<file path="config.mk">
export PLATFORM = sky130hd
export DESIGN_NAME = gpf_pin_function
export DESIGN_NICKNAME = d
export VERILOG_FILES = /design/src/gpf_pkg.sv /design/src/gpf_pin_function.sv
export SDC_FILE = /design/constraint.sdc
export NUM_CORES = 1
export LEC_CHECK = 0
export CAP_MARGIN = 20
export CORE_MARGIN = 2
export CORE_UTILIZATION = 30
export CTS_BUF_LIST = sky130_fd_sc_hd__clkbuf_2 sky130_fd_sc_hd__clkbuf_4 sky130_fd_sc_hd__clkbuf_8
export DETAILED_ROUTE_END_ITERATION = 10
export DONT_BUFFER_PORTS = 1
export HOLD_SLACK_MARGIN = 0.15
export PLACE_DENSITY_LB_ADDON = 0.3
export SYNTH_ARGS = -nofsm -noshare
export SYNTH_HDL_FRONTEND = slang
export SYNTH_SLANG_ARGS = --single-unit
</file>
<file path="constraint.sdc">
create_clock -name MCLK -period 4.2 [get_ports MCLK]
set_clock_uncertainty 0.05 [all_clocks]
set_input_delay 0.63 -clock MCLK [delete_from_list [all_inputs] [get_ports MCLK]]
set_output_delay 0.63 -clock MCLK [all_outputs]
set_load 0.01 [all_outputs]
</file>
<file path="src/gpf_pkg.sv">
// Constants and types for the general-purpose pin function control block
// Summary of operation
// - Report mode makes status bit carry alert
// - Busy select: pin zero or pin three
// - Alert select: pin zero or pin two
// - Lane code 0 single, 1 dual
// - All-ones lane code gives single lane
// - Package code: quad on wafer, else single
// - Busy enable drives busy on selected pin
// - Alert enable drives alert on selected pin unless busy also selects that pin
// - Input field shows levels of input pins
// - Lead-frame: input bits three to one zero
// - Output field sets output pin levels
// - Temperature enable adds sensor to sequence
// - Function control register resets to zero
// - Pin state register resets to zero
// - Temperature control resets zero, upper reserved
// - Plain pin needs its enable, no higher function
package gpf_pkg;
    localparam int NUM_PINS = 4;
    localparam int REG_W = 8;
    localparam int BUS_W = 32;
    // Register indices; byte address is four times the index
    localparam logic [7:0] IDX_PIN_ENABLE = 8'h26;
    localparam logic [7:0] IDX_PIN_FUNCTION_CONTROL = 8'h27;
    localparam logic [7:0] IDX_GENERAL_PIN_STATE = 8'h28;
    localparam logic [7:0] IDX_TEMPERATURE_SENSOR_CONTROL = 8'h29;
    localparam logic [7:0] IDX_EVENT_STATUS = 8'h40;
    localparam logic [7:0] IDX_EVENT_CLEAR = 8'h41;
    localparam logic [7:0] IDX_EVENT_ENABLE = 8'h42;
    localparam int ADDR_LSB = 2;
    localparam int IDX_W = 8;
    // Reset values
    localparam logic [7:0] RST_PIN_ENABLE = 8'h00;
    localparam logic [7:0] RST_FUNCTION = 8'h00;
    localparam logic [7:0] RST_PIN_STATE = 8'h00;
    localparam logic [7:0] RST_TEMP = 8'h00;
    localparam logic [1:0] RST_EVENTS = 2'h0;
    // Pin function control fields
    localparam int BIT_ALERT_REPORT_MODE = 7;
    localparam int BIT_BUSY_PIN_SELECT = 5;
    localparam int BIT_ALERT_PIN_SELECT = 4;
    localparam int LANE_HI = 3;
    localparam int LANE_LO = 2;
    localparam int BIT_BUSY_PIN_ENABLE = 1;
    localparam int BIT_ALERT_PIN_ENABLE = 0;
    localparam logic [7:0] MASK_FUNCTION = 8'hBF;
    localparam logic [1:0] LANE_CODE_SINGLE = 2'h0;
    localparam logic [1:0] LANE_CODE_DUAL = 2'h1;
    localparam logic [1:0] LANE_CODE_PKG = 2'h2;
    localparam logic [1:0] LANE_CODE_ONES = 2'h3;
    // Pin state fields
    localparam int INPUT_LO = 4;
    localparam int OUTPUT_LO = 0;
    // Pin enable fields
    localparam int IN_EN_LO = 4;
    localparam int OUT_EN_LO = 0;
    // Temperature control
    localparam int BIT_TEMP_EN = 0;
    localparam logic [7:0] MASK_TEMP = 8'h01;
    // Pin numbers with fixed alternate functions
    localparam int PIN_SHARED = 0;
    localparam int PIN_ALERT_ALT = 2;
    localparam int PIN_BUSY_ALT = 3;
    // Event bits
    localparam int EV_ALERT_RISE = 0;
    localparam int EV_INPUT_CHANGE = 1;
    localparam int NUM_EVENTS = 2;
    localparam logic [1:0] HTRANS_NONSEQ = 2'h2;
    localparam logic [2:0] HSIZE_WORD = 3'h2;
    typedef enum logic [1:0] {LANE_SINGLE, LANE_DUAL, LANE_QUAD} gpf_lane_t;
    typedef enum logic [2:0] {OWN_NONE, OWN_BUSY, OWN_ALERT, OWN_OUTPUT, OWN_INPUT} gpf_owner_t;
endpackage : gpf_pkg

</file>
<file path="src/gpf_pin_function.sv">
// General-purpose pin function control with AHB-Lite register slave
`timescale 1ns/100ps
module gpf_pin_function #(
    parameter int NUM_PINS = gpf_pkg::NUM_PINS
) (
    input wire logic MCLK,
    input wire logic RST,
    input wire logic CE,
    input wire logic PKG_WAFER_LEVEL,
    input wire logic HSEL,
    input wire logic [31:0] HADDR,
    input wire logic [1:0] HTRANS,
    input wire logic HWRITE,
    input wire logic [2:0] HSIZE,
    input wire logic [31:0] HWDATA,
    input wire logic HREADY,
    output logic HREADYOUT,
    output logic HRESP,
    output logic [31:0] HRDATA,
    input wire logic BUSY_IND,
    input wire logic THRESHOLD_ALERT_STATE,
    input wire logic OVERVOLTAGE_EVENT,
    output logic OVERVOLTAGE_ALERT_STATUS,
    output logic [NUM_PINS-1:0] SDO_LANE_EN,
    output logic TEMP_SENSOR_IN_SEQ,
    input wire logic [NUM_PINS-1:0] GP_IN,
    output logic [NUM_PINS-1:0] GP_OUT,
    output logic [NUM_PINS-1:0] GP_OE,
    output logic IRQ
);
    logic wafer_reg;
    logic [7:0] pin_enable_reg;
    logic [7:0] function_reg;
    logic [7:0] pin_state_out_reg;
    logic [7:0] temp_reg;
    logic [1:0] ev_status_reg;
    logic [1:0] ev_enable_reg;
    logic [1:0] ev_set;
    logic [1:0] ev_clear;
    logic [NUM_PINS-1:0] gpi_reg;
    logic [NUM_PINS-1:0] gpi_prev_reg;
    logic alert_prev_reg;
    logic wr_pend_reg;
    logic [7:0] wr_idx_reg;
    logic [31:0] hrdata_reg;
    logic [NUM_PINS-1:0] in_level;
    logic [NUM_PINS-1:0] is_input;
    gpf_pkg::gpf_owner_t owner [NUM_PINS];
    gpf_pkg::gpf_lane_t lane;
    logic addr_take;
    logic [7:0] addr_idx;

    // Which function owns pin n; busy above alert above output above input
    function automatic gpf_pkg::gpf_owner_t pin_owner(input int n, input logic wafer,
                                                      input logic [7:0] fn, input logic [7:0] en);
        logic avail;
        logic busy_here;
        logic alert_here;
        avail = (n == gpf_pkg::PIN_SHARED) || wafer;
        busy_here = fn[gpf_pkg::BIT_BUSY_PIN_ENABLE] &&
            ((fn[gpf_pkg::BIT_BUSY_PIN_SELECT] && wafer) ? (n == gpf_pkg::PIN_BUSY_ALT)
                                                         : (n == gpf_pkg::PIN_SHARED));
        alert_here = fn[gpf_pkg::BIT_ALERT_PIN_ENABLE] &&
            ((fn[gpf_pkg::BIT_ALERT_PIN_SELECT] && wafer) ? (n == gpf_pkg::PIN_ALERT_ALT)
                                                          : (n == gpf_pkg::PIN_SHARED));
        if (busy_here) begin
            pin_owner = gpf_pkg::OWN_BUSY;
        end else if (alert_here) begin
            pin_owner = gpf_pkg::OWN_ALERT;
        // plain functions only when enabled and nothing higher
        end else if (avail && en[gpf_pkg::OUT_EN_LO + n]) begin
            pin_owner = gpf_pkg::OWN_OUTPUT;
        end else if (avail && en[gpf_pkg::IN_EN_LO + n]) begin
            pin_owner = gpf_pkg::OWN_INPUT;
        end else begin
            pin_owner = gpf_pkg::OWN_NONE;
        end
    endfunction : pin_owner

    // Index of a byte address; address bits 1:0 are ignored
    function automatic logic [7:0] addr_to_idx(input logic [31:0] a);
        addr_to_idx = a[gpf_pkg::ADDR_LSB +: gpf_pkg::IDX_W];
    endfunction : addr_to_idx

    // Package variant caught while reset is held
    always_ff @(posedge MCLK) begin
        if (RST) begin
            wafer_reg <= PKG_WAFER_LEVEL;
        end
    end

    // Zero wait states; CE low stalls the bus rather than drop a transfer
    assign HREADYOUT = CE;
    assign HRESP = 1'b0;
    assign HRDATA = hrdata_reg;
    assign addr_take = CE && HSEL && HREADY && (HTRANS == gpf_pkg::HTRANS_NONSEQ);
    assign addr_idx = addr_to_idx(HADDR);

    always_ff @(posedge MCLK) begin
        if (RST) begin
            wr_pend_reg <= 1'b0;
            wr_idx_reg <= 8'h00;
        end else if (CE) begin
            wr_pend_reg <= addr_take && HWRITE;
            wr_idx_reg <= addr_idx;
        end
    end

    always_ff @(posedge MCLK) begin
        if (RST) begin
            function_reg <= gpf_pkg::RST_FUNCTION;
        end else if (CE && wr_pend_reg && wr_idx_reg == gpf_pkg::IDX_PIN_FUNCTION_CONTROL) begin
            function_reg <= HWDATA[7:0] & gpf_pkg::MASK_FUNCTION;
        end
    end

    always_ff @(posedge MCLK) begin
        if (RST) begin
            pin_enable_reg <= gpf_pkg::RST_PIN_ENABLE;
        end else if (CE && wr_pend_reg && wr_idx_reg == gpf_pkg::IDX_PIN_ENABLE) begin
            pin_enable_reg <= HWDATA[7:0];
        end
    end

    always_ff @(posedge MCLK) begin
        if (RST) begin
            pin_state_out_reg <= gpf_pkg::RST_PIN_STATE;
        end else if (CE && wr_pend_reg && wr_idx_reg == gpf_pkg::IDX_GENERAL_PIN_STATE) begin
            pin_state_out_reg <= {4'h0, HWDATA[3:1] & {3{wafer_reg}}, HWDATA[gpf_pkg::OUTPUT_LO]};
        end
    end

    // temperature control, upper bits read only
    always_ff @(posedge MCLK) begin
        if (RST) begin
            temp_reg <= gpf_pkg::RST_TEMP;
        end else if (CE && wr_pend_reg && wr_idx_reg == gpf_pkg::IDX_TEMPERATURE_SENSOR_CONTROL) begin
            temp_reg <= HWDATA[7:0] & gpf_pkg::MASK_TEMP;
        end
    end

    always_ff @(posedge MCLK) begin
        if (RST) begin
            ev_enable_reg <= gpf_pkg::RST_EVENTS;
        end else if (CE && wr_pend_reg && wr_idx_reg == gpf_pkg::IDX_EVENT_ENABLE) begin
            ev_enable_reg <= HWDATA[gpf_pkg::NUM_EVENTS-1:0];
        end
    end

    // Pin ownership and input view per pin
    genvar gi;
    generate
        for (gi = 0; gi < NUM_PINS; gi++) begin : g_pin
            assign owner[gi] = pin_owner(gi, wafer_reg, function_reg, pin_enable_reg);
            assign is_input[gi] = (owner[gi] == gpf_pkg::OWN_INPUT);
            // only input pins report a level
            // lead-frame leaves pins above zero unavailable
            assign in_level[gi] = is_input[gi] && gpi_reg[gi];

            always_ff @(posedge MCLK) begin
                if (RST) begin
                    GP_OUT[gi] <= 1'b0;
                    GP_OE[gi] <= 1'b0;
                end else if (CE) begin
                    case (owner[gi])
                        gpf_pkg::OWN_BUSY: begin
                            GP_OUT[gi] <= BUSY_IND;
                            GP_OE[gi] <= 1'b1;
                        end
                        gpf_pkg::OWN_ALERT: begin
                            GP_OUT[gi] <= THRESHOLD_ALERT_STATE;
                            GP_OE[gi] <= 1'b1;
                        end
                        gpf_pkg::OWN_OUTPUT: begin
                            GP_OUT[gi] <= pin_state_out_reg[gpf_pkg::OUTPUT_LO + gi];
                            GP_OE[gi] <= 1'b1;
                        end
                        default: begin
                            GP_OUT[gi] <= 1'b0;
                            GP_OE[gi] <= 1'b0;
                        end
                    endcase
                end
            end
        end
    endgenerate

    always_ff @(posedge MCLK) begin
        if (RST) begin
            gpi_reg <= '0;
            gpi_prev_reg <= '0;
            alert_prev_reg <= 1'b0;
        end else if (CE) begin
            gpi_reg <= GP_IN;
            gpi_prev_reg <= in_level;
            alert_prev_reg <= THRESHOLD_ALERT_STATE;
        end
    end

    // Lane mode decode
    always_comb begin
        case (function_reg[gpf_pkg::LANE_HI:gpf_pkg::LANE_LO])
            gpf_pkg::LANE_CODE_SINGLE: lane = gpf_pkg::LANE_SINGLE;
            gpf_pkg::LANE_CODE_DUAL: lane = gpf_pkg::LANE_DUAL;
            gpf_pkg::LANE_CODE_PKG: lane = wafer_reg ? gpf_pkg::LANE_QUAD : gpf_pkg::LANE_SINGLE;
            default: lane = gpf_pkg::LANE_SINGLE;
        endcase
    end

    always_ff @(posedge MCLK) begin
        if (RST) begin
            SDO_LANE_EN <= '0;
            OVERVOLTAGE_ALERT_STATUS <= 1'b0;
            TEMP_SENSOR_IN_SEQ <= 1'b0;
        end else if (CE) begin
            case (lane)
                gpf_pkg::LANE_QUAD: SDO_LANE_EN <= '1;
                gpf_pkg::LANE_DUAL: SDO_LANE_EN <= NUM_PINS'(2'h3);
                default: SDO_LANE_EN <= NUM_PINS'(1'b1);
            endcase
            // status carries alert only in report mode
            OVERVOLTAGE_ALERT_STATUS <= function_reg[gpf_pkg::BIT_ALERT_REPORT_MODE] ?
                                        THRESHOLD_ALERT_STATE : OVERVOLTAGE_EVENT;
            TEMP_SENSOR_IN_SEQ <= temp_reg[gpf_pkg::BIT_TEMP_EN];
        end
    end

    // Sticky events; a new event beats a clear in the same cycle
    always_comb begin
        ev_set = '0;
        ev_set[gpf_pkg::EV_ALERT_RISE] = THRESHOLD_ALERT_STATE && !alert_prev_reg;
        ev_set[gpf_pkg::EV_INPUT_CHANGE] = |(in_level ^ gpi_prev_reg);
        ev_clear = (CE && wr_pend_reg && wr_idx_reg == gpf_pkg::IDX_EVENT_CLEAR) ?
                   HWDATA[gpf_pkg::NUM_EVENTS-1:0] : 2'h0;
    end

    always_ff @(posedge MCLK) begin
        if (RST) begin
            ev_status_reg <= gpf_pkg::RST_EVENTS;
        end else if (CE) begin
            ev_status_reg <= (ev_status_reg & ~ev_clear) | ev_set;
        end
    end

    assign IRQ = |(ev_status_reg & ev_enable_reg);

    // Read data captured in the address phase
    always_ff @(posedge MCLK) begin
        if (RST) begin
            hrdata_reg <= '0;
        end else if (CE) begin
            hrdata_reg <= '0;
            if (addr_take && !HWRITE) begin
                if (HADDR[1:0] != 2'h0) begin
                    hrdata_reg <= '0;
                end else if (addr_idx == gpf_pkg::IDX_PIN_ENABLE) begin
                    hrdata_reg <= {24'h0, pin_enable_reg};
                end else if (addr_idx == gpf_pkg::IDX_PIN_FUNCTION_CONTROL) begin
                    hrdata_reg <= {24'h0, function_reg};
                end else if (addr_idx == gpf_pkg::IDX_GENERAL_PIN_STATE) begin
                    hrdata_reg <= {24'h0, in_level, pin_state_out_reg[3:0]};
                end else if (addr_idx == gpf_pkg::IDX_TEMPERATURE_SENSOR_CONTROL) begin
                    hrdata_reg <= {24'h0, temp_reg};
                end else if (addr_idx == gpf_pkg::IDX_EVENT_STATUS) begin
                    hrdata_reg <= {30'h0, ev_status_reg};
                end else if (addr_idx == gpf_pkg::IDX_EVENT_ENABLE) begin
                    hrdata_reg <= {30'h0, ev_enable_reg};
                end
            end
        end
    end
endmodule : gpf_pin_function

</file>
Word level (Yosys, flattened, before mapping)
Cells that the tools add are included.
{ "totals": {"register_bits": 89, "inputBits": 83, "output_inout_bits": 49, "wordCells": 138} }
{ "op_classes": {"n_eq_ne": 33, "n_mux": 37, "bitwise_logic": 6, "reduce_logical": 38} }
{ "op_table": {"columns": ["operator", "n"], "rows": [
  ["8-bit by 6-bit == test with 1-bit output, second input constant", 8],
  ["8-bit 2-to-1 mux", 5],
  ["3-bit 2-to-1 mux", 12],
  ["8-bit by 7-bit == test with 1-bit output, second input constant", 4],
  ["1-bit logical AND", 29],
  ["3-bit by 2-bit == test with 1-bit output, second input constant", 8],
  ["3-bit by 1-bit == test with 1-bit output, second input constant", 4],
  ["3-bit == test, second input constant", 4],
  ["1-bit case mux with 3 select lines", 4],
  ["3-bit OR reduction", 4],
  ["2-bit 2-to-1 mux", 5],
  ["1-bit 2-to-1 mux", 9],
  ["4-bit case mux with 2 select lines", 1],
  ["2-bit == test, second input constant", 3],
  ["2-bit AND", 2],
  ["2-bit by 1-bit == test with 1-bit output, second input constant", 2],
  ["2-bit case mux with 2 select lines", 1],
  ["4-bit OR reduction", 1],
  ["4-bit bitwise XOR", 1],
  ["3-bit AND", 1],
  ["1-bit logical NOT", 2],
  ["2-bit NOT", 1],
  ["2-bit bitwise OR", 1],
  ["2-bit nonzero test", 1],
  ["2-bit OR reduction", 1]
]} }

Longest topological paths before layout
{ "depth": {"ltp_word": 12, "mapped_depth": 7, "depth_no_buf": 7} }

Worst setup path before layout
OpenSTA, ideal clock, no wires.
{ "synth_timing": {"kind": "in2reg", "startpoint": "input port CE", "endpoint": "register function_reg[0]", "setup_time_ns": 0.128, "arrival_time_ns": 1.591, "path_slack_ns": 2.432, "cell_stages": 6, "path_cell_list": "buf_2 > and4bb_1 > buf_4 > nand4_2 > mux2i_1 > nor2_1"} }
{ "synth_via": {"elab_chain_len": 2} }
{ "synth_lines": {"columns": ["element", "line", "text"], "rows": [
  ["from (decl)", "gpf_pin_function.sv:8", "input wire logic CE,"],
  ["1-bit logical AND (2 in a row)", "gpf_pin_function.sv:112", "end else if (CE && wr_pend_reg && wr_idx_reg == gpf_pkg::IDX_PIN_FUNCTION_CONTROL) begin"],
  ["to (signal assigned)", "gpf_pin_function.sv:111", "function_reg <= gpf_pkg::RST_FUNCTION;"],
  ["to (signal assigned)", "gpf_pin_function.sv:113", "function_reg <= HWDATA[7:0] & gpf_pkg::MASK_FUNCTION;"],
  ["to (decl)", "gpf_pin_function.sv:33", "logic [7:0] function_reg;"]
]} }
Every way passes these cells.
A chain may end at the register's enable or synchronous reset.

Worst setup path in the final report
{ "layout_timing": {"startpoint": "register wr_idx_reg[2]", "endpoint": "register ev_status_reg[1]"} }
{ "layout_via": {"elab_chain_len": 6} }
{ "layout_lines": {"columns": ["element", "line", "text"], "rows": [
  ["from (decl)", "gpf_pin_function.sv:44", "logic [7:0] wr_idx_reg;"],
  ["from (signal assigned)", "gpf_pin_function.sv:105", "wr_idx_reg <= addr_idx;"],
  ["8-bit by 7-bit == test with 1-bit output", "gpf_pin_function.sv:233", "ev_clear = (CE && wr_pend_reg && wr_idx_reg == gpf_pkg::IDX_EVENT_CLEAR) ?"],
  ["1-bit logical AND", "gpf_pin_function.sv:233", null],
  ["2-bit 2-to-1 mux", "gpf_pin_function.sv:233", null],
  ["2-bit NOT", "gpf_pin_function.sv:241", "ev_status_reg <= (ev_status_reg & ~ev_clear) | ev_set;"],
  ["2-bit AND", "gpf_pin_function.sv:241", null],
  ["2-bit bitwise OR", "gpf_pin_function.sv:241", null],
  ["to (signal assigned)", "gpf_pin_function.sv:239", "ev_status_reg <= gpf_pkg::RST_EVENTS;"],
  ["to (signal assigned)", "gpf_pin_function.sv:241", null],
  ["to (decl)", "gpf_pin_function.sv:36", "logic [1:0] ev_status_reg;"]
]} }
Every way passes these cells.

==> results.cfg <==
[run_status]
status = finished clean

[timing]
worst_slack_ns = 2.384
worst_slew_pin_slew_ns = 0.7166
hold_viol = 0
fin_crit_sh = 0.4323
setup_viol = 0
min_period_ns = 1.816
slew_headroom = 0.5205
rsz0062_at_grt = no
final_max_slew_viol_count = 0
setup_tns_ns = 0
whs_ns = 0.2997
max_freq_mhz = 550.7

[floorplan]
dieArea_mm2 = 0.01116
ioPinCount = 132
rows = 37
coreArea_mm2 = 0.01018
start_util = 0.3042
die_w_um = 105.6
die-height_um = 105.6

[yosys]
synth-edff-count = 1
synth-seq-cells = 64
avgSynthCellArea_um2 = 9.058
synth_area_leaders = dfxtp_1, mux2i_1, buf_4
yosys_warnings = 0
syn_inst = 342
synth_cell_types = 53
syn_area_mm2 = 0.003098
yosys.area.top_type = dfxtp_1
yosys_most_used_dff = dfxtp_1
seq_area_frac_synth = 0.4168
async_flop_share = 0
synthDominantCellAreaShare = 0.4071

[setup_path]
cp-end-kind = flip-flop
worstReg2RegStart = wr_idx_reg[2]
ff2ff_path_depth = 4
cp_data_required_time_ns = 4.36
setup.worst_path.class = flip-flop to flip-flop
startpoint = wr_idx_reg[2]
timing.rr.end = ev_status_reg[1]
ff2ff_setup_slack_ns = 2.38
cp_max_fo = 5
worstPathArrival_ns = 1.97
start_kind = flip-flop

[pwr]
intPower_w = 0.0008921
ir_drop_mv = 0.09278
comb_power_share = 0.040
pwr-share-seq = 0.550
swShare = 0.2243
p_leak_nw = 1.413
power.density_mw_per_mm2 = 353.9
power_frac_clock = 0.410
switchingPower_w = 0.0002580

[clocking]
max-clock-path-buffers = 2
clk_pin_slew_ns = 0.07
tritoncts = built
cts_resized = 0
cts_buffers = 9
ctsHoldBuffers = 0
clkSinkCount = 64
insertion_delay_ns = 0.34
cts_setup_buffers = 0
htree_levels = 3
clockRootBuffer = clkbuf_8

[route]
first_iter_violations = 109
drtAntennaViolNets = 0
dr.pass1.iters = 4
vias_per_cell = 4.827
drc = 0
wl_per_cell_um = 16.49
wl_um = 7802
vias = 2283

[cells_and_area]
drive_gt1_frac = 0.06528
nNetsFinal = 420
diodes = 0
area_delta_synth_final_pct = 4.887
final_common_cell = dfxtp_1
layout_common_cells = dfxtp_1, nor2_1, mux2i_1

[placement]
pre_cts_ws_ns = 2.233
place_hpwl_um = 5411
portBuffers = 0
place_congestion = 0.7310

[global_route]
grt_pass1_wl_um = 11940
grt-ovfl-total = 0
grt.total_usage = 0.1421
antenna_found_initial = 0
grt_pass1_vias = 2134
grt_max_degree = 59

[job]
cap_violations = 0

[worst_hold_path]
hp-start = RST
min_to = GP_OUT[1]
hold_class = primary input to flip-flop
hold_depth = 1
-- metal layers --
layer	wire, um	track usage	share of wire	vias to the layer above
li1	-	-	-	1123
met1	3544	0.1761	0.45	1079
met2	3589	0.2258	0.46	69
met3	572	0.06184	0.073	12
met4	97	0.03759	0.012	0
met5	0	0	0	-
-- stage by stage --
step,utilization,area [um2],std cells,power [W]
4_1_cts,0.3190,3249,473,0.001164
3_5_place_dp,0.3022,3078,459,0.0006911
3_3_place_gp,0.3022,3078,459,0.0006899
2_1_floorplan,-,3188,366,0.0007152
5_1_grt,0.3190,3249,473,0.001196
6_report,0.3190,3249,473,0.001150
-- worst max-delay path by stage --
stage | end | slack [ns] | cells after the start
finish | ev_status_reg[1] | 2.38 | 4
global route | ev_status_reg[1] | 2.25 | 4
global placement | function_reg[3] | 2.26 | 4
detailed placement | function_reg[1] | 2.23 | 4
CTS | ev_status_reg[1] | 2.41 | 4
floorplan | function_reg[0] | 2.43 | 6
-- cell usage after synthesis (2+ instances only) --
library cell,n
a211oi_1,3
a21boi_1,2
a21oi_1,10
a22oi_1,6
a2bb2oi_1,2
a31oi_1,2
a32oi_1,2
a41oi_1,2
and3_1,5
buf_1,3
buf_2,5
buf_4,30
clkbuf_1,5
dfxtp_1,63
ha_1,3
inv_1,8
mux2_2,2
mux2i_1,40
nand2_1,27
nand2b_1,5
nand3_1,3
nand4_1,4
nand4b_1,2
nor2_1,60
nor2b_1,3
nor3_1,3
nor3b_1,2
nor4_1,3
o21ai_0,3
o31ai_1,7
or2_0,3
xnor2_1,3
-- critical path, stage by stage, from the launching register on --
cell and delay (ns):
dfxtp_1 0.34, nor4b_1 0.58, a41oi_1 0.30, nor3b_1 0.26, a41oi_1 0.15
-- area by class of cell --
class / instances / area [um2]
Tap cell: 136 / 170.2
Sequential cell: 64 / 1291
Inverter: 8 / 30.03
Clock buffer: 13 / 166.4
Clock inverter: 1 / 5.005
Fill cell: 1084 / 6935
Multi-Input combinational cell: 251 / 1587
-- power by group through the flow --
stage	combinational, W	clock, W	sequential (W)
after global routing	0.0000511	0.000511	0.000634
after detailed placement	0.0000456	0	0.000645
final	0.0000458	0.000472	0.000632
after global placement	0.0000444	0	0.000645
after CTS	0.0000456	0.000486	0.000632
after floorplan	0.0000750	0	0.000640
-- cell families (layout without fill, tap and decap cells) --
group                      after synthesis  in the layout  synth area share
muxes                                   42             42            0.1365
AOI/OAI and AO/OA                       45             45            0.1018
buffers and inverters                   51             22            0.1002
xor gates and xnor gates                 3              3          0.008483
adders and majority gates                3              3           0.01212
other                                    1             25          0.001210
DFF                                     64             64            0.4168
and+or+nand+nor                        133            133            0.2229
Power figures use the tool's default switching activity.
